File: config.mk
export PLATFORM = sky130hd
export DESIGN_NAME = slm_lcd_driver
export DESIGN_NICKNAME = d
export VERILOG_FILES = /design/src/inc/slm_pkg.sv /design/src/verilog/slm_frame_tick.sv /design/src/verilog/slm_lcd_driver.sv /design/src/verilog/slm_seg_cell.sv
export VERILOG_INCLUDE_DIRS = /design/src /design/src/inc
export SDC_FILE = /design/constraint.sdc
export NUM_CORES = 1
export LEC_CHECK = 0
export ABC_AREA = 1
export CAP_MARGIN = 10
export CORE_UTILIZATION = 45
export DETAILED_ROUTE_END_ITERATION = 8
export DONT_BUFFER_PORTS = 1
export SYNTH_ARGS = -nofsm -noshare
export SYNTH_HDL_FRONTEND = slang
export SYNTH_HIERARCHICAL = 1
export SYNTH_SLANG_ARGS = --single-unit
File: constraint.sdc
create_clock -name i_clk_sys -period 26.4 [get_ports i_clk_sys]
set_input_delay 5.28 -clock i_clk_sys [delete_from_list [all_inputs] [get_ports i_clk_sys]]
set_output_delay 5.28 -clock i_clk_sys [all_outputs]
set_load 0.02 [all_outputs]
File: src/inc/slm_defines.svh
`ifndef SLM_DEFINES_SVH
`define SLM_DEFINES_SVH

// register bus geometry
`define SLM_ADDR_W         5
`define SLM_DATA_W         8
`define SLM_DATA_REGS      16

// register offsets
`define SLM_OFF_DATA0      5'h00
`define SLM_OFF_CTRL       5'h10
`define SLM_OFF_PADSEL     5'h11
`define SLM_OFF_FRAME      5'h12
`define SLM_OFF_BIAS       5'h13

// display_control_reg fields
`define SLM_CTRL_MUX_LSB   0
`define SLM_CTRL_HALT_BIT  2
`define SLM_CTRL_MASK      8'h07
`define SLM_CTRL_RST       8'h00

// pad_function_select_reg
`define SLM_PADSEL_ALL     8'hFF
`define SLM_PADSEL_RST     8'h00
`define SLM_PADS_PER_BIT   4

// frame_clock_cfg_reg fields
`define SLM_FRAME_SRC_LSB  0
`define SLM_FRAME_DIV_LSB  5
`define SLM_FRAME_MASK     8'hE3
`define SLM_FRAME_RST      8'h00

// bias_generator_cfg_reg fields
`define SLM_BIAS_REF_BIT   0
`define SLM_BIAS_OFF_BIT   1
`define SLM_BIAS_MODE_BIT  2
`define SLM_BIAS_STDB_BIT  3
`define SLM_BIAS_CLK_LSB   4
`define SLM_BIAS_MASK      8'h3F
`define SLM_BIAS_RST       8'h00

// segment data reset and per-mode useful bits
`define SLM_DATA_RST       8'h00
`define SLM_DMASK_DD       8'h11
`define SLM_DMASK_2        8'h33
`define SLM_DMASK_3        8'h77
`define SLM_DMASK_4        8'hFF
`define SLM_DMASK_LAST_3   8'h07
`define SLM_DMASK_LAST_4   8'h00

// timing: system clock and frame source frequencies in Hz
`define SLM_CLK_PERIOD_NS  8
`define SLM_CLK_HZ         125000000
`define SLM_SRC0_HZ        512
`define SLM_SRC1_HZ        1048
`define SLM_SRC2_HZ        2048
`define SLM_SRC3_HZ        4096
`define SLM_PRESCALE_W     18

// drive level codes, V0 lowest to V3 highest
`define SLM_LVL_V0         2'h0
`define SLM_LVL_V1         2'h1
`define SLM_LVL_V2         2'h2
`define SLM_LVL_V3         2'h3

`endif

File: src/inc/slm_pkg.sv
package slm_pkg;

  // multiplex scheme selector codes
  typedef enum logic [1:0] {
    SLM_MUX_DD = 2'b00,
    SLM_MUX_2  = 2'b01,
    SLM_MUX_3  = 2'b10,
    SLM_MUX_4  = 2'b11
  } slm_mux_e;

  // waveform sequencer state
  typedef enum logic {
    SLM_ST_IDLE = 1'b0,
    SLM_ST_RUN  = 1'b1
  } slm_state_e;

  typedef logic [1:0] slm_level_t;

endpackage : slm_pkg

File: src/verilog/slm_frame_tick.sv
`timescale 1ns/1ps
`include "slm_defines.svh"

module slm_frame_tick #(
  parameter int P_SRC0_CYC = `SLM_CLK_HZ / `SLM_SRC0_HZ,
  parameter int P_SRC1_CYC = `SLM_CLK_HZ / `SLM_SRC1_HZ,
  parameter int P_SRC2_CYC = `SLM_CLK_HZ / `SLM_SRC2_HZ,
  parameter int P_SRC3_CYC = `SLM_CLK_HZ / `SLM_SRC3_HZ
) (
  input  wire logic       i_clk_sys,
  input  wire logic       i_rst,
  input  wire logic       i_run,
  input  wire logic [1:0] i_src_sel,
  input  wire logic [2:0] i_div_sel,
  output logic            o_half_tick
);

  logic [`SLM_PRESCALE_W-1:0] pre_cnt;
  logic [2:0]                 div_cnt;
  wire  [`SLM_PRESCALE_W-1:0] period_m1;
  wire                        pre_wrap;
  wire                        div_wrap;

  // source period select; each source is a whole number of system cycles
  assign period_m1 =
    (i_src_sel == 2'h0) ? `SLM_PRESCALE_W'(P_SRC0_CYC - 1) :
    (i_src_sel == 2'h1) ? `SLM_PRESCALE_W'(P_SRC1_CYC - 1) :
    (i_src_sel == 2'h2) ? `SLM_PRESCALE_W'(P_SRC2_CYC - 1) :
                          `SLM_PRESCALE_W'(P_SRC3_CYC - 1);
  assign pre_wrap = (pre_cnt >= period_m1);
  assign div_wrap = (div_cnt >= i_div_sel);

  // prescaler then divide by code plus one; both held clear while stopped
  always_ff @(posedge i_clk_sys or posedge i_rst) begin
    if (i_rst) begin
      pre_cnt     <= '0;
      div_cnt     <= 3'h0;
      o_half_tick <= 1'b0;
    end else if (!i_run) begin
      pre_cnt     <= '0;
      div_cnt     <= 3'h0;
      o_half_tick <= 1'b0;
    end else begin
      pre_cnt     <= pre_wrap ? '0 : pre_cnt + 1'b1;
      div_cnt     <= !pre_wrap ? div_cnt : (div_wrap ? 3'h0 : div_cnt + 3'h1);
      o_half_tick <= pre_wrap && div_wrap;
    end
  end

endmodule : slm_frame_tick

File: src/verilog/slm_lcd_driver.sv
`timescale 1ns/1ps
`include "slm_defines.svh"

// How it works
// 1:2 mode drives two segments per pin against common lines 0 and 1.
// 1:2 mode uses data bits 0,1 and 4,5 only.
// selector code 01 gives 1:2, 10 gives 1:3, 11 gives 1:4.
// 1:3 drives segments on pins 30..0; pin 31 carries the third common.
// 1:3 mode uses data bits 0..2 and 4..6; bits 3 and 7 ignored.
// 1:4 drives pins 29..0; pins 31 and 30 carry commons three and four.
// 1:4 mode uses all eight data bits, one per segment.
// waveforms run only while the halt bit is zero.
// pad select all ones routes waveforms to every pad.
// bias mode bit one selects half bias, zero third bias.
// bias runs with off and standby zero; ref enable picks internal ref.
// frame rate set by source and divider select fields.
// data bit one turns segment on; low nibble even pin, high odd pin.
// selector code 00 gives direct drive against common line 0.
// frame rate is source over twice divider times multiplex factor.
// data writes apply at next frame start; unused bits read zero.
// halt stops at frame end; data writes still accepted.
// control holds mux in 1:0, halt in 2; frame cfg div 7:5, src 1:0.
// commons rotate in fixed order, each an equal share of the frame.

module slm_lcd_driver #(
  parameter int P_SRC0_CYC = `SLM_CLK_HZ / `SLM_SRC0_HZ,
  parameter int P_SRC1_CYC = `SLM_CLK_HZ / `SLM_SRC1_HZ,
  parameter int P_SRC2_CYC = `SLM_CLK_HZ / `SLM_SRC2_HZ,
  parameter int P_SRC3_CYC = `SLM_CLK_HZ / `SLM_SRC3_HZ,
  parameter int P_NPADS    = 32
) (
  input  wire logic                  i_clk_sys,
  input  wire logic                  i_rst,
  input  wire logic [`SLM_ADDR_W-1:0] i_addr,
  input  wire logic [`SLM_DATA_W-1:0] i_wdata,
  input  wire logic                  i_wr,
  input  wire logic                  i_rd,
  output logic [`SLM_DATA_W-1:0]     o_rdata,
  output logic [2*P_NPADS-1:0]       o_seg_level,
  output logic [1:0]                 o_common_line_0,
  output logic [1:0]                 o_common_line_1,
  output logic [P_NPADS-1:0]         o_pad_lcd_en,
  output logic                       o_frame_start,
  output logic                       o_waveform_active,
  output logic                       o_bias_internal_ref_en,
  output logic                       o_bias_run,
  output logic                       o_bias_generator_off,
  output logic                       o_bias_half,
  output logic [1:0]                 o_bias_pump_clock_sel
);

  localparam int NREG = `SLM_DATA_REGS;

  // software-visible registers
  logic [7:0] display_control_reg;
  logic [7:0] pad_function_select_reg;
  logic [7:0] frame_clock_cfg_reg;
  logic [7:0] bias_generator_cfg_reg;
  logic [7:0] segment_data_reg [NREG];
  // copy on the glass, refreshed at frame boundaries and on every cycle while idle
  logic [7:0] shown_data       [NREG];

  // sequencer state
  slm_pkg::slm_state_e state;
  slm_pkg::slm_mux_e   cur_mux;
  logic [1:0]          phase;
  logic                pol;

  wire                 half_tick;
  wire                 running;
  wire                 frame_end;
  wire                 load_frame;
  wire                 waveform_halt;
  wire                 third_bias;
  wire [1:0]           multiplex_scheme_sel;
  wire [1:0]           frame_source_sel;
  wire [2:0]           frame_divider_sel;
  wire                 pads_lcd_mode;

  // register field decode
  assign multiplex_scheme_sel =
    display_control_reg[`SLM_CTRL_MUX_LSB +: 2];
  assign waveform_halt = display_control_reg[`SLM_CTRL_HALT_BIT];
  assign frame_source_sel =
    frame_clock_cfg_reg[`SLM_FRAME_SRC_LSB +: 2];
  assign frame_divider_sel =
    frame_clock_cfg_reg[`SLM_FRAME_DIV_LSB +: 3];

  // address decode for the plain register port
  wire hit_data   = (i_addr < `SLM_ADDR_W'(NREG));
  wire hit_ctrl   = (i_addr == `SLM_OFF_CTRL);
  wire hit_padsel = (i_addr == `SLM_OFF_PADSEL);
  wire hit_frame  = (i_addr == `SLM_OFF_FRAME);
  wire hit_bias   = (i_addr == `SLM_OFF_BIAS);
  wire [3:0] data_idx = i_addr[3:0];

  // register writes; data stays writable while halted
  always_ff @(posedge i_clk_sys or posedge i_rst) begin
    if (i_rst) begin
      display_control_reg     <= `SLM_CTRL_RST;
      pad_function_select_reg <= `SLM_PADSEL_RST;
      frame_clock_cfg_reg     <= `SLM_FRAME_RST;
      bias_generator_cfg_reg  <= `SLM_BIAS_RST;
    end else if (i_wr) begin
      if (hit_ctrl)
        display_control_reg <= i_wdata & `SLM_CTRL_MASK;
      if (hit_padsel)
        pad_function_select_reg <= i_wdata;
      if (hit_frame)
        frame_clock_cfg_reg <= i_wdata & `SLM_FRAME_MASK;
      if (hit_bias)
        bias_generator_cfg_reg <= i_wdata & `SLM_BIAS_MASK;
    end
  end

  // segment data store, one writer per entry
  generate
    for (genvar r = 0; r < NREG; r++) begin : g_data
      always_ff @(posedge i_clk_sys or posedge i_rst) begin
        if (i_rst) begin
          segment_data_reg[r] <= `SLM_DATA_RST;
        end else if (i_wr && hit_data && data_idx == 4'(r)) begin
          segment_data_reg[r] <= i_wdata;
        end
      end
      // shown copy follows the store only at frame start or when idle
      always_ff @(posedge i_clk_sys or posedge i_rst) begin
        if (i_rst) begin
          shown_data[r] <= `SLM_DATA_RST;
        end else if (load_frame) begin
          shown_data[r] <= segment_data_reg[r];
        end
      end
    end
  endgenerate

  // useful-bit mask by programmed scheme; the last register loses the
  // nibbles whose pins became commons
  wire [7:0] mode_mask =
    (multiplex_scheme_sel == slm_pkg::SLM_MUX_DD) ? `SLM_DMASK_DD :
    (multiplex_scheme_sel == slm_pkg::SLM_MUX_2)  ? `SLM_DMASK_2  :
    (multiplex_scheme_sel == slm_pkg::SLM_MUX_3)  ? `SLM_DMASK_3  :
                                                    `SLM_DMASK_4;
  wire [7:0] last_mask =
    (multiplex_scheme_sel == slm_pkg::SLM_MUX_3) ? `SLM_DMASK_LAST_3 :
    (multiplex_scheme_sel == slm_pkg::SLM_MUX_4) ? `SLM_DMASK_LAST_4 :
                                                   mode_mask;
  wire [7:0] data_mask = (data_idx == 4'(NREG - 1)) ? last_mask : mode_mask;

  // read back shows what is on the glass, unused bits as zero
  wire [7:0] rd_value =
    hit_data   ? (shown_data[data_idx] & data_mask) :
    hit_ctrl   ? display_control_reg :
    hit_padsel ? pad_function_select_reg :
    hit_frame  ? frame_clock_cfg_reg :
    hit_bias   ? bias_generator_cfg_reg :
                 8'h00;

  // read data valid in the cycle after the strobe only
  always_ff @(posedge i_clk_sys or posedge i_rst) begin
    if (i_rst) begin
      o_rdata <= 8'h00;
    end else begin
      o_rdata <= i_rd ? rd_value : 8'h00;
    end
  end

  // half-period ticks; each common phase spans two half periods
  slm_frame_tick #(
    .P_SRC0_CYC (P_SRC0_CYC),
    .P_SRC1_CYC (P_SRC1_CYC),
    .P_SRC2_CYC (P_SRC2_CYC),
    .P_SRC3_CYC (P_SRC3_CYC)
  ) u_tick (
    .i_clk_sys   (i_clk_sys),
    .i_rst       (i_rst),
    .i_run       (running),
    .i_src_sel   (frame_source_sel),
    .i_div_sel   (frame_divider_sel),
    .o_half_tick (half_tick)
  );

  // frame ends after the last phase's second half; the phase count is
  // the selector code plus one, so direct drive has one phase
  assign running   = (state == slm_pkg::SLM_ST_RUN);
  assign frame_end = running && half_tick && pol &&
                     (phase == 2'(cur_mux));
  assign load_frame = !running || frame_end;

  // sequencer: halt is sampled only at frame end, so a frame never cuts off
  always_ff @(posedge i_clk_sys or posedge i_rst) begin
    if (i_rst) begin
      state   <= slm_pkg::SLM_ST_IDLE;
      cur_mux <= slm_pkg::SLM_MUX_DD;
      phase   <= 2'h0;
      pol     <= 1'b0;
    end else begin
      unique case (state)
        slm_pkg::SLM_ST_IDLE: begin
          phase   <= 2'h0;
          pol     <= 1'b0;
          cur_mux <= slm_pkg::slm_mux_e'(multiplex_scheme_sel);
          if (!waveform_halt) begin
            state <= slm_pkg::SLM_ST_RUN;
          end
        end
        slm_pkg::SLM_ST_RUN: begin
          if (half_tick) begin
            pol <= !pol;
            if (frame_end) begin
              phase   <= 2'h0;
              cur_mux <= slm_pkg::slm_mux_e'(multiplex_scheme_sel);
              if (waveform_halt) begin
                state <= slm_pkg::SLM_ST_IDLE;
              end
            end else if (pol) begin
              phase <= phase + 2'h1;
            end
          end
        end
      endcase
    end
  end

  // direct drive keeps one level pair; 1:2 half bias; 1:3 and 1:4 third
  assign third_bias = (cur_mux == slm_pkg::SLM_MUX_3) ||
                      (cur_mux == slm_pkg::SLM_MUX_4);

  // common waveforms: active common swings to the rail opposite the phase
  // polarity; idle commons sit mid-way so unselected segments see little
  slm_pkg::slm_level_t com_lvl [4];
  generate
    for (genvar k = 0; k < 4; k++) begin : g_com
      wire com_used = (k == 0) || (2'(k) <= 2'(cur_mux));
      wire com_act  = (phase == 2'(k));
      assign com_lvl[k] =
        (!running || !com_used) ? `SLM_LVL_V0 :
        com_act    ? (pol ? `SLM_LVL_V0 : `SLM_LVL_V3) :
        third_bias ? (pol ? `SLM_LVL_V2 : `SLM_LVL_V1) :
                     `SLM_LVL_V2;
    end
  endgenerate

  // segment levels; each data register serves an even and an odd pin
  wire [2*P_NPADS-1:0] seg_lvl;
  wire [2*P_NPADS-1:0] pad_lvl;
  generate
    for (genvar p = 0; p < P_NPADS; p++) begin : g_seg
      wire [3:0] nib = (p % 2 == 1) ? shown_data[p / 2][7:4]
                            : shown_data[p / 2][3:0];
      slm_seg_cell u_cell (
        .i_active (running),
        .i_data   (nib),
        .i_phase  (phase),
        .i_pol    (pol),
        .i_third  (third_bias),
        .o_level  (seg_lvl[2*p +: 2])
      );
    end
  endgenerate

  // pin 31 turns into common three in 1:3 and 1:4; pin 30 turns into common four in 1:4 only
  wire pin31_com = (cur_mux == slm_pkg::SLM_MUX_3) ||
                   (cur_mux == slm_pkg::SLM_MUX_4);
  wire pin30_com = (cur_mux == slm_pkg::SLM_MUX_4);
  assign pad_lvl[2*P_NPADS-1 -: 2] =
    pin31_com ? com_lvl[2] : seg_lvl[2*P_NPADS-1 -: 2];
  assign pad_lvl[2*P_NPADS-3 -: 2] =
    pin30_com ? com_lvl[3] : seg_lvl[2*P_NPADS-3 -: 2];
  assign pad_lvl[2*P_NPADS-5:0] = seg_lvl[2*P_NPADS-5:0];

  // pad routing: each select bit owns a group of four pads
  assign pads_lcd_mode = (pad_function_select_reg == `SLM_PADSEL_ALL);
  wire [P_NPADS-1:0] next_pad_en;
  generate
    for (genvar q = 0; q < P_NPADS; q++) begin : g_pad
      assign next_pad_en[q] =
        pad_function_select_reg[q / `SLM_PADS_PER_BIT];
    end
  endgenerate

  // registered pin drive, so pad levels never glitch between phases
  always_ff @(posedge i_clk_sys or posedge i_rst) begin
    if (i_rst) begin
      o_seg_level       <= '0;
      o_common_line_0   <= `SLM_LVL_V0;
      o_common_line_1   <= `SLM_LVL_V0;
      o_pad_lcd_en      <= '0;
      o_frame_start     <= 1'b0;
      o_waveform_active <= 1'b0;
    end else begin
      o_seg_level       <= pad_lvl;
      o_common_line_0   <= com_lvl[0];
      o_common_line_1   <= com_lvl[1];
      o_pad_lcd_en      <= next_pad_en;
      o_frame_start     <= load_frame && !waveform_halt && pads_lcd_mode;
      o_waveform_active <= running;
    end
  end

  // bias generator controls; the analog side acts on these levels
  always_ff @(posedge i_clk_sys or posedge i_rst) begin
    if (i_rst) begin
      o_bias_internal_ref_en <= 1'b0;
      o_bias_run             <= 1'b0;
      o_bias_generator_off   <= 1'b1;
      o_bias_half            <= 1'b0;
      o_bias_pump_clock_sel  <= 2'h0;
    end else begin
      o_bias_internal_ref_en <=
        bias_generator_cfg_reg[`SLM_BIAS_REF_BIT];
      o_bias_run <= !bias_generator_cfg_reg[`SLM_BIAS_OFF_BIT] &&
                    !bias_generator_cfg_reg[`SLM_BIAS_STDB_BIT];
      o_bias_generator_off <=
        bias_generator_cfg_reg[`SLM_BIAS_OFF_BIT];
      o_bias_half <= bias_generator_cfg_reg[`SLM_BIAS_MODE_BIT];
      o_bias_pump_clock_sel <=
        bias_generator_cfg_reg[`SLM_BIAS_CLK_LSB +: 2];
    end
  end

endmodule : slm_lcd_driver

File: src/verilog/slm_seg_cell.sv
`timescale 1ns/1ps
`include "slm_defines.svh"

module slm_seg_cell (
  input  wire logic       i_active,
  input  wire logic [3:0] i_data,
  input  wire logic [1:0] i_phase,
  input  wire logic       i_pol,
  input  wire logic       i_third,
  output logic [1:0]      o_level
);

  wire seg_on;

  // one data bit per common phase, 1 means segment on
  assign seg_on = i_data[i_phase];

  // on: opposite of the active common; off: near it, so the net stays small
  assign o_level = !i_active ? `SLM_LVL_V0 :
                   seg_on    ? (i_pol ? `SLM_LVL_V3 : `SLM_LVL_V0) :
                   i_third   ? (i_pol ? `SLM_LVL_V1 : `SLM_LVL_V2) :
                               (i_pol ? `SLM_LVL_V0 : `SLM_LVL_V3);

endmodule : slm_seg_cell
==> results of run 1 <==
[cell families (layout without fill, tap and decap cells)]
family                     count (synthesis)  after routing  share of synthesized area [%]
DFF                                      398            398                           47.4
buffers and inverters                    425            411                           8.77
adders and majority gates                 98             98                           5.83
and+or+nand+nor                         1616           1616                           31.3
xor gates and xnor gates                  12             12                          0.500
other                                      0              1                              0
AOI/OAI and AO/OA                        254            254                           6.17
[cell usage in the layout, fill, tap and decap left out, drive strengths merged, types with 4 or more instances in the layout]
master	count
bufinv	9
nor3	4
o21ai	232
clkinv	13
nand4	11
or2	34
clkbuf	55
dfrtp	397
nor2	194
ha	98
nand2	1216
xor2	7
inv	319
buf	11
xnor2	5
a21oi	13
clkinvlp	4
nand3	154
[metal layers]
metal	share of wire, %	vias to the layer above	GRT usage, %
met5	0.023	-	0
met2	45	403	38.5
met4	2.9	2	8.32
li1	-	8498	-
met3	6.2	101	4.82
met1	46	8021	32.7
[through the flow]
stage	power, mW	setup slack (ns)	hold slack (ns)	util, %	instance area [um^2]
floorplan	0.814	10.68	0.374	-	21000
finish	1.53	19.72	0.431	50.1	22900
global placement	0.833	19.24	0.421	46.4	21200
CTS	1.55	19.68	0.435	50.1	22900
detailed placement	0.838	19.20	0.414	46.4	21200
global route	1.60	19.61	0.452	50.1	22900
[layout make-up]
cell class	instances	area (um^2)	share of cell area (%)
Multi-Input combinational cell	1980	9220	40.2
Sequential cell	398	9970	43.5
Antenna cell	1	2.50	0.0109
Clock buffer	55	1250	5.48
Timing Repair Buffer	11	95.1	0.415
Tap cell	600	751	3.28
Inverter	315	1190	5.19
Clock inverter	30	434	1.89
[cell usage after synthesis (2+ instances only)]
| cell type | n |
|---|---|
| nand2_1 | 1178 |
| a211oi_1 | 2 |
| o2111ai_1 | 2 |
| xnor2_1 | 5 |
| nand4_1 | 11 |
| buf_2 | 24 |
| ha_1 | 98 |
| nor2_2 | 18 |
| or2_2 | 33 |
| clkbuf_1 | 36 |
| o21ai_0 | 219 |
| nor2_1 | 171 |
| buf_1 | 2 |
| nor2_4 | 5 |
| buf_6 | 7 |
| inv_2 | 37 |
| nand2_2 | 38 |
| inv_1 | 278 |
| xor2_1 | 7 |
| a21oi_1 | 13 |
| nand3_1 | 151 |
| nor3_1 | 4 |
| nand3_2 | 2 |
| o21ai_1 | 13 |
| dfrtp_1 | 397 |
| buf_4 | 40 |
[how the worst max path moves through the flow]
stage,from,end,slack [ns],cells after the start
5_1_grt,i_addr[0],segment_data_reg[90]$_DFFE_PP0P_,19.61,7
4_1_cts,o_pad_lcd_en[24]$_DFF_PP0_,o_pad_lcd_en[24],19.68,0
3_5_place_dp,i_addr[1],segment_data_reg[116]$_DFFE_PP0P_,19.20,7
3_3_place_gp,i_addr[1],segment_data_reg[114]$_DFFE_PP0P_,19.24,7
6_report,o_pad_lcd_en[24]$_DFF_PP0_,o_pad_lcd_en[26],19.72,0
2_1_floorplan,i_rst,bias_generator_cfg_reg[0]$_DFFE_PP0P_,10.68,1
[power by group through the flow]
| stage | combinational, mW | sequential (mW) | clock, mW |
|---|---|---|---|
| 2_1_floorplan | 0.104 | 0.711 | 0 |
| 3_3_place_gp | 0.101 | 0.733 | 0 |
| 3_5_place_dp | 0.106 | 0.732 | 0 |
| 4_1_cts | 0.107 | 0.722 | 0.720 |
| 5_1_grt | 0.125 | 0.729 | 0.745 |
| 6_report | 0.105 | 0.723 | 0.703 |
==> key figures, run 1 <==
Logic synthesis
  • Flops & latches, synth: 398
  • Syn_nets: 2918
  • Register area share after synthesis: 47.4%
  • Post-synth EDFFs: 0
  • Mean Syn Cell Area: 7.50 um^2
  • Yosys cell types: 38
  • Cells after Synth: 2803
  • Top cells by area, synth: dfrtp_1, nand2_1, ha_1
  • Total number of yosys warnings: 6
  • Post-synth top flop: dfrtp_1
  • Mapped cell area: 0.0210 mm^2
  • Biggest area consumer among synthesized cells: dfrtp_1
  • Synth async-reset ratio: 100%
  • Synth top area share: 47.3%

Placement
  • Placed cells: 3304
  • IO buf count: 0
  • Hpwl dp: 35500 um
  • Routability cong.: 0.870

Worst setup path
  • Worst r2r dst: o_frame_start$_DFF_PP0_
  • CP required: 21.12 ns
  • Crit path capture type: primary output
  • R2R setup slack: 21.85 ns
  • Critical R2R Launch: phase[0]$_DFFE_PP0P_
  • Worst Reg-to-Reg Cells: 7
  • CP Max Fanout: 4
  • Critical path class: reg -> out
  • Nature of the critical path startpoint: flip-flop
  • CP arrival: 1.40 ns

Min path
  • WHS Path Cells: 0
  • Min-delay src: bias_generator_cfg_reg[4]$_DFFE_PP0P_
  • Worst Hold Class: reg -> reg
  • WHS Endpoint: o_bias_pump_clock_sel[0]$_DFF_PP0_

Job
  • Max_cap viols: 0

Power
  • Part of the power in registers: 47.2%
  • Worst IR Drop VDD: 0.0564 mV
  • Sw Ratio: 26.0%
  • Internal power: 1.13 mW
  • Psw: 0.398 mW
  • P per Cell Area: 66.8 mW/mm^2
  • Clock Power Share: 45.9%
  • Leak: 11.2 nW
  • Gate power share: 6.9%

STA
  • Relative slew slack: 18.7%
  • Final count of negative-setup-slack endpoints: 0
  • RSZ-0062 raised after global routing: no
  • Final hold vios: 0
  • Final TNS setup: 0 ns
  • Slew Limit Fails: 0
  • Minimum clock period: 6.68 ns
  • Clk_skew: 0.0289 ns
  • Upper clock frequency limit: 150 MHz
  • Fin crit share: 25.3%
  • Measured slew at the worst slew-check pin: 1.22 ns

Clock network
  • Hold buffer count at CTS: 0
  • CTS tree: done
  • H-tree depth: 2
  • Post-CTS Setup Bufs: 0
  • Worst-skew pair later-pin latency: 0.60 ns
  • TritonCTS buffer count: 46
  • Clk sink count: 398
  • Deepest clock path buffer count: 3
  • CTS clock-pin slew for the worst setup and hold paths: 0.07 ns
  • # resized after CTS: 0
  • Clock Root Buffer: clkbuf_16

GRT
  • Initial antenna violation count: 1
  • Grt total ovfl: 0
  • Vias in the first global route: 16130
  • First-pass GRT wire length: 89200 um
  • Largest net degree at the start of global routing: 171
  • GRT Total Usage: 24.1%

Drt
  • 1st-pass router iterations: 5
  • Post-route ant nets: 0
  • Detailed-route via count: 17025
  • Wire per inst: 16.4 um
  • Number of DRC markers in iteration 0: 1231
  • Post-Route WL: 55400 um
  • Drc violations: 0
  • Vias per inst: 5.02

Layout
  • Layout area overhead: 9.02%
  • Share of cells above drive strength 1: 8.46%
  • Fill cell count: 4449
  • Total Nets Final: 2867
  • Final Instance Count excl. Fillers: 3390

Floorplanning
  • Initial Util: 45.9%
  • Row count: 78
  • Num ports: 133
  • CORE AREA: 0.0458 mm^2
  • Die Footprint: 0.0476 mm^2
  • Die Height: 218 um
  • Die width: 218 um

Status
  • Status: complete, no violations
(Power assumes the default switching activity.)
==> inputs of run 2 (changes only) <==
==> constraint.sdc (replaced) <==
create_clock -name i_clk_sys -period 6.45 [get_ports i_clk_sys]
set_input_delay 1.29 -clock i_clk_sys [delete_from_list [all_inputs] [get_ports i_clk_sys]]
set_output_delay 1.29 -clock i_clk_sys [all_outputs]
set_load 0.02 [all_outputs]
==> run 2 against run 1 <==
Net effect:
- clock skew down 0.0067 ns
- critical path type is now reg -> reg
- combinational power grew to 4.1 times the previous value
- non-clock buffer count up 3
- flip-flop and latch count stayed put
- hold slack gained 0.0050 ns
- worst setup slack lost 17 ns
- critical endpoint is now g_seg[22].nib[3]$_DFFE_PP0P_
- routed wire length is 0.59% lower
- cell count did not move
- critical path depth increased by 7
==> key figures, run 2 (synthesis gave the netlist of run 1 again) <==
Clock network
  • TritonCTS buffer count: 46 (unchanged)
  • # resized after CTS: 0 (unchanged)
  • Clk sink count: 398 (unchanged)
  • Clock Root Buffer: clkbuf_16
  • CTS clock-pin slew for the worst setup and hold paths: 0.06 ns (about the same)
  • H-tree depth: 2 (unchanged)
  • Worst-skew pair later-pin latency: 0.58 ns (-0.02 ns)
  • CTS tree: done
  • Deepest clock path buffer count: 3 (unchanged)
  • Post-CTS Setup Bufs: 0 (unchanged)
  • Hold buffer count at CTS: 0 (unchanged)

Drt
  • Detailed-route via count: 16936 (-0.52%)
  • Drc violations: 0 (unchanged)
  • Vias per inst: 5.00 (-0.52%)
  • Post-Route WL: 55100 um (-0.59%)
  • Post-route ant nets: 0 (unchanged)
  • Wire per inst: 16.3 um (-0.59%)
  • 1st-pass router iterations: 7 (+2)
  • Number of DRC markers in iteration 0: 1238 (+0.57%)

Power
  • Leak: 11.2 nW (-0.57%)
  • Worst IR Drop VDD: 0.243 mV (+330%)
  • P per Cell Area: 265 mW/mm^2 (+300%)

Worst setup path
  • Worst Reg-to-Reg Cells: 7 (unchanged)
  • CP arrival: 4.22 ns (+2.82 ns)
  • Critical R2R Launch: phase[0]$_DFFE_PP0P_
  • CP required: 6.95 ns (-14.17 ns)
  • Slowest-stage cell, CP: dfrtp_4
  • R2R setup slack: 2.73 ns (-19.12 ns)
  • Crit path capture type: flip-flop
  • Max incr delay on CP: 1.08 ns
  • Most Frequent Cell on Critical Path: nand2_1
  • CP Max Fanout: 81 (+77)
  • CP top delay family: buffers and inverters
  • Critical path class: reg -> reg
  • Nature of the critical path startpoint: flip-flop
  • WP buf/inv: 2
  • Worst r2r dst: g_seg[22].nib[3]$_DFFE_PP0P_
  • Cell chain of the critical path: a21oi_1 > o2111ai_1 > nand2_4 > inv_2 > buf_4 > nand2_1 > nand2_1

Floorplanning
  • Row count: 78 (unchanged)
  • Die Footprint: 0.0476 mm^2 (unchanged)
  • Num ports: 133 (unchanged)
  • Initial Util: 45.9% (unchanged)
  • CORE AREA: 0.0458 mm^2 (unchanged)
  • Die width: 218 um (unchanged)
  • Die Height: 218 um (unchanged)

GRT
  • Vias in the first global route: 16458 (+2.0%)
  • GRT Total Usage: 24.0% (-0.18 points)
  • Largest net degree at the start of global routing: 190 (+11%)
  • Grt total ovfl: 0 (unchanged)
  • Initial antenna violation count: 0 (-1)
  • First-pass GRT wire length: 89100 um (about the same)

STA
  • Fin crit share: 57.7%
  • Minimum clock period: 3.72 ns
  • Final count of negative-setup-slack endpoints: 0 (unchanged)
  • RSZ-0062 raised after global routing: no
  • Measured slew at the worst slew-check pin: 1.15 ns (-0.0613 ns)
  • Upper clock frequency limit: 269 MHz
  • Relative slew slack: 23.0% (+4.3 points)
  • Clk_skew: 0.0222 ns (-0.00675 ns)
  • Slew Limit Fails: 0 (unchanged)
  • Min Hold Slack: 0.436 ns (+0.00496 ns)
  • Final hold vios: 0 (unchanged)
  • Final TNS setup: 0 ns (unchanged)

Placement
  • Hpwl dp: 35400 um (-0.25%)
  • Routability cong.: 0.894 (+2.8%)
  • DP Area: 0.0212 mm^2 (about the same)
  • IO buf count: 0 (unchanged)

Layout
  • Share of cells above drive strength 1: 8.21% (-0.25 points)
  • Most frequent cells in the layout: nand2_1, dfrtp_1, inv_1, o21ai_0, nor2_1
  • Total Nets Final: 2870 (+0.10%)
  • Post-route cell area: 0.0228 mm^2 (-0.62%)
  • Layout area overhead: 8.34%
  • Commonest non-fill, non-tap cell in the layout: nand2_1
  • Antenna Cells: 0 (-1)

Status
  • Status: complete, no violations

Min path
  • WHS Path Cells: 0 (unchanged)
  • Worst Hold Class: reg -> reg
  • WHS Endpoint: o_bias_pump_clock_sel[1]$_DFF_PP0_
  • Min-delay src: bias_generator_cfg_reg[5]$_DFFE_PP0P_

Job
  • Max_cap viols: 0 (unchanged)
[run 2: changes by cell type in the layout (fill, tap and decap cells not counted), sizes merged, moves of 2 or more]
cell and change:
buf +3, bufinv -6, clkbuf +12, clkinv -5, inv -2
[run 2: worst max-delay path by stage]
stage / from / endpoint / slack (ns) / cells past startpoint
6_report: phase[0]$_DFFE_PP0P_ / g_seg[22].nib[3]$_DFFE_PP0P_ / 2.73 / 7
3_3_place_gp: phase[0]$_DFFE_PP0P_ / g_seg[22].nib[1]$_DFFE_PP0P_ / 2.91 / 7
5_1_grt: phase[0]$_DFFE_PP0P_ / g_seg[22].nib[3]$_DFFE_PP0P_ / 2.43 / 7
3_5_place_dp: phase[0]$_DFFE_PP0P_ / g_seg[22].nib[3]$_DFFE_PP0P_ / 2.75 / 7
2_1_floorplan: i_rst / bias_generator_cfg_reg[0]$_DFFE_PP0P_ / 0.11 / 1
4_1_cts: phase[0]$_DFFE_PP0P_ / g_seg[22].nib[3]$_DFFE_PP0P_ / 2.72 / 7
[run 2: final cells by class]
type                    count  area [um^2]
well taps                 600          751
multi-input cells        1980         9220
inverters                 315         1190
clock buffers              67         1350
flip-flops and latches    398         9970
fillers                  4380        23000
clock inverters            16          179
repair buffers             14          118
[run 2: worst reg2reg max path, cell delays in order, from the launching register on]
cell and delay (ns):
dfrtp_4 1.08, a21oi_1 0.19, o2111ai_1 0.16, nand2_4 0.42, inv_2 0.74, buf_4 0.78
nand2_1 0.17, nand2_1 0.10
[run 2: stage by stage]
stage | utilization, % | power (mW) | setup WS (ns) | std cells
final | 49.8 | 6.03 | 2.73 | 3390
after global routing | 49.8 | 6.29 | 2.43 | 3390
after CTS | 49.8 | 6.09 | 2.72 | 3390
after detailed placement | 46.4 | 3.43 | 2.75 | 3307
after global placement | 46.4 | 3.41 | 2.91 | 3307
after floorplan | - | 3.33 | 0.111 | 2803
[run 2: per-layer routing]
layer / vias to the layer above / share of wire (%) / wire (um) / global-route usage (%)
li1: 8500 / - / - / -
met1: 7913 / 46 / 25100 / 32.9
met2: 432 / 45 / 24900 / 38.1
met3: 91 / 6.4 / 3540 / 4.13
met4: 0 / 2.7 / 1510 / 8.32
met5: - / 0 / 0 / 0
[run 2: power breakdown]
part,switching [mW],internal (mW),total [mW]
Combinational,0.281,0.152,0.433
Sequential,0.235,2.72,2.95
Clock,1.06,1.58,2.64
Total,1.58,4.45,6.03
==> inputs of run 3 (changes only) <==
==> constraint.sdc (replaced) <==
create_clock -name i_clk_sys -period 3.8 [get_ports i_clk_sys]
set_input_delay 0.76 -clock i_clk_sys [delete_from_list [all_inputs] [get_ports i_clk_sys]]
set_output_delay 0.76 -clock i_clk_sys [all_outputs]
set_load 0.02 [all_outputs]
==> run 3 against run 2 <==
Net effect:
- sequential power up 70%
- non-clock buffer count up 4
- final area rose by 0.53%
- sequential share of layout area is 0.23 points lower
- clock-buffer cell count down 3
- critical path depth rose by 2
- combinational power rose by 71%
- global-route usage grew 0.15 points
- routed wire length grew 1.0%
- first-iteration DRC count increased by 6.9%
- largest power group unchanged
==> key figures, run 3 (synthesis gave the netlist of run 1 again) <==
Status
  • Status: complete, no violations

Floorplanning
  • Row count: 78 (unchanged)
  • Die Footprint: 0.0476 mm^2 (unchanged)
  • Initial Util: 45.9% (unchanged)
  • Num ports: 133 (unchanged)
  • Die width: 218 um (unchanged)
  • CORE AREA: 0.0458 mm^2 (unchanged)
  • Die Height: 218 um (unchanged)

Drt
  • Detailed-route via count: 17174 (+1.4%)
  • 1st-pass router iterations: 5 (-2)
  • Number of DRC markers in iteration 0: 1323 (+6.9%)
  • Wire per inst: 16.4 um (+0.82%)
  • Vias per inst: 5.06 (+1.2%)
  • Post-route ant nets: 0 (unchanged)
  • Drc violations: 0 (unchanged)
  • Post-Route WL: 55700 um (+1.0%)

Worst setup path
  • WP buf/inv: 2 (unchanged)
  • CP required: 4.28 ns (-2.67 ns)
  • CP top delay family: buffers and inverters
  • R2R setup slack: 1.26 ns (-1.47 ns)
  • Slowest-stage cell, CP: dfrtp_4
  • Worst Reg-to-Reg Cells: 9 (+2)
  • CP startpoint: phase[0]$_DFFE_PP0P_
  • Crit path capture type: flip-flop
  • Crit path to: o_seg_level[61]$_DFF_PP0_
  • Worst r2r dst: o_seg_level[61]$_DFF_PP0_
  • Cell chain of the critical path: buf_4 > inv_2 > nand2_1 > nand3_1 > nand3_1 > nand2_1 > nor2_1 > nand2_1 > o31ai_1
  • CP Max Fanout: 78 (-3.7%)
  • CP arrival: 3.02 ns (-1.20 ns)
  • WP depth: 9 (+2)
  • Max incr delay on CP: 0.85 ns (-0.23 ns)
  • Critical R2R Launch: phase[0]$_DFFE_PP0P_
  • Nature of the critical path startpoint: flip-flop
  • Critical path class: reg -> reg
  • Most Frequent Cell on Critical Path: nand2_1

STA
  • RSZ-0062 raised after global routing: no
  • Measured slew at the worst slew-check pin: 1.24 ns (+0.0829 ns)
  • Final hold vios: 0 (unchanged)
  • Upper clock frequency limit: 394 MHz (+46%)
  • Fin crit share: 66.9% (+9.2 points)
  • Min Hold Slack: 0.253 ns (-0.183 ns)
  • Clk_skew: 0.0268 ns (+0.00464 ns)
  • Relative slew slack: 17.5% (-5.5 points)
  • Final count of negative-setup-slack endpoints: 0 (unchanged)
  • Slew Limit Fails: 0 (unchanged)
  • Minimum clock period: 2.54 ns (-1.18 ns)
  • PnR worst setup slack: 1.26 ns (-1.47 ns)

Layout
  • Final Instance Count excl. Fillers: 3397 (+0.21%)
  • Layout area overhead: 8.92%
  • Antenna Cells: 0 (unchanged)
  • Most frequent cells in the layout: nand2_1, dfrtp_1, inv_1, o21ai_0, nor2_1
  • Share of cells above drive strength 1: 8.29% (+0.087 points)
  • Total Nets Final: 2874 (+0.14%)
  • Commonest non-fill, non-tap cell in the layout: nand2_1
  • Fill cell count: 4426 (+1.1%)

Placement
  • IO buf count: 0 (unchanged)
  • Dpl ws: 1.26 ns (-1.49 ns)
  • Routability cong.: 0.860 (-3.9%)
  • Hpwl dp: 36600 um (+3.3%)
  • Placed cells: 3311 (+0.12%)

Clock network
  • TritonCTS buffer count: 46 (unchanged)
  • Hold buffer count at CTS: 0 (unchanged)
  • Clk sink count: 398 (unchanged)
  • # resized after CTS: 0 (unchanged)
  • CTS clock-pin slew for the worst setup and hold paths: 0.06 ns (about the same)
  • Clock Root Buffer: clkbuf_16
  • Worst-skew pair later-pin latency: 0.59 ns (about the same)
  • Deepest clock path buffer count: 3 (unchanged)
  • Post-CTS Setup Bufs: 0 (unchanged)
  • H-tree depth: 2 (unchanged)
  • CTS tree: done

Power
  • Leak: 11.2 nW (+0.48%)
  • Worst IR Drop VDD: 0.365 mV (+50%)
  • P per Cell Area: 453 mW/mm^2 (+71%)

GRT
  • Grt total ovfl: 0 (unchanged)
  • First-pass GRT wire length: 89700 um (+0.63%)
  • GRT Total Usage: 24.1% (+0.15 points)
  • Initial antenna violation count: 1 (+1)
  • Vias in the first global route: 16511 (+0.32%)
  • Largest net degree at the start of global routing: 159 (-16%)

Job
  • Max_cap viols: 0 (unchanged)

Min path
  • Worst Hold Class: in -> async
-- run 3: changes by cell type in the layout (fill, tap and decap cells not counted), sizes merged --
cell | before | now
buf | 14 | 18
clkbuf | 67 | 64
bufinv | 3 | 7
clkinv | 8 | 10
-- run 3: worst min-delay path by stage --
stage	depth (start not counted)	slack, ns	end	from
2_1_floorplan	0	0.37	o_pad_lcd_en[15]$_DFF_PP0_	pad_function_select_reg[3]$_DFFE_PP0P_
3_3_place_gp	0	0.41	o_pad_lcd_en[15]$_DFF_PP0_	pad_function_select_reg[3]$_DFFE_PP0P_
3_5_place_dp	0	0.42	o_bias_internal_ref_en$_DFF_PP0_	bias_generator_cfg_reg[0]$_DFFE_PP0P_
4_1_cts	1	0.26	u_tick/o_half_tick$_DFF_PP0_	i_rst
5_1_grt	2	0.31	o_rdata[6]$_DFF_PP0_	i_rd
6_report	1	0.25	u_tick/o_half_tick$_DFF_PP0_	i_rst
-- run 3: layout make-up --
class / count / area (um^2) / share of cell area [%]
sequential: 398 / 9970 / 43.5
multi-input combinational: 1980 / 9220 / 40.3
clock buffer: 64 / 1260 / 5.50
inverter: 315 / 1190 / 5.18
tap: 600 / 751 / 3.28
clock inverter: 22 / 313 / 1.37
timing repair buffer: 18 / 198 / 0.863
-- run 3: report_power, final --
part | switching, mW | internal [mW]
registers | 0.404 | 4.62
logic | 0.477 | 0.263
clock network | 1.81 | 2.80
-- run 3: layer usage --
metal	global-route usage, %	routed length [um]	part of all wire, %	up-vias
met2	38.5	25300	46	437
li1	-	-	-	8503
met3	3.94	3330	6.0	90
met1	33.3	25400	46	8144
met5	0	0	0	-
met4	8.04	1570	2.8	0
-- run 3: stage by stage --
step	utilization [%]	TNS (ns)	cell area, um^2	power (mW)
after floorplan	-	-754.21	21000	5.66
after global placement	46.6	0	21300	5.80
after detailed placement	46.6	0	21300	5.83
after CTS	50.0	0	22900	10.5
after global routing	50.0	0	22900	10.8
final	50.0	0	22900	10.4
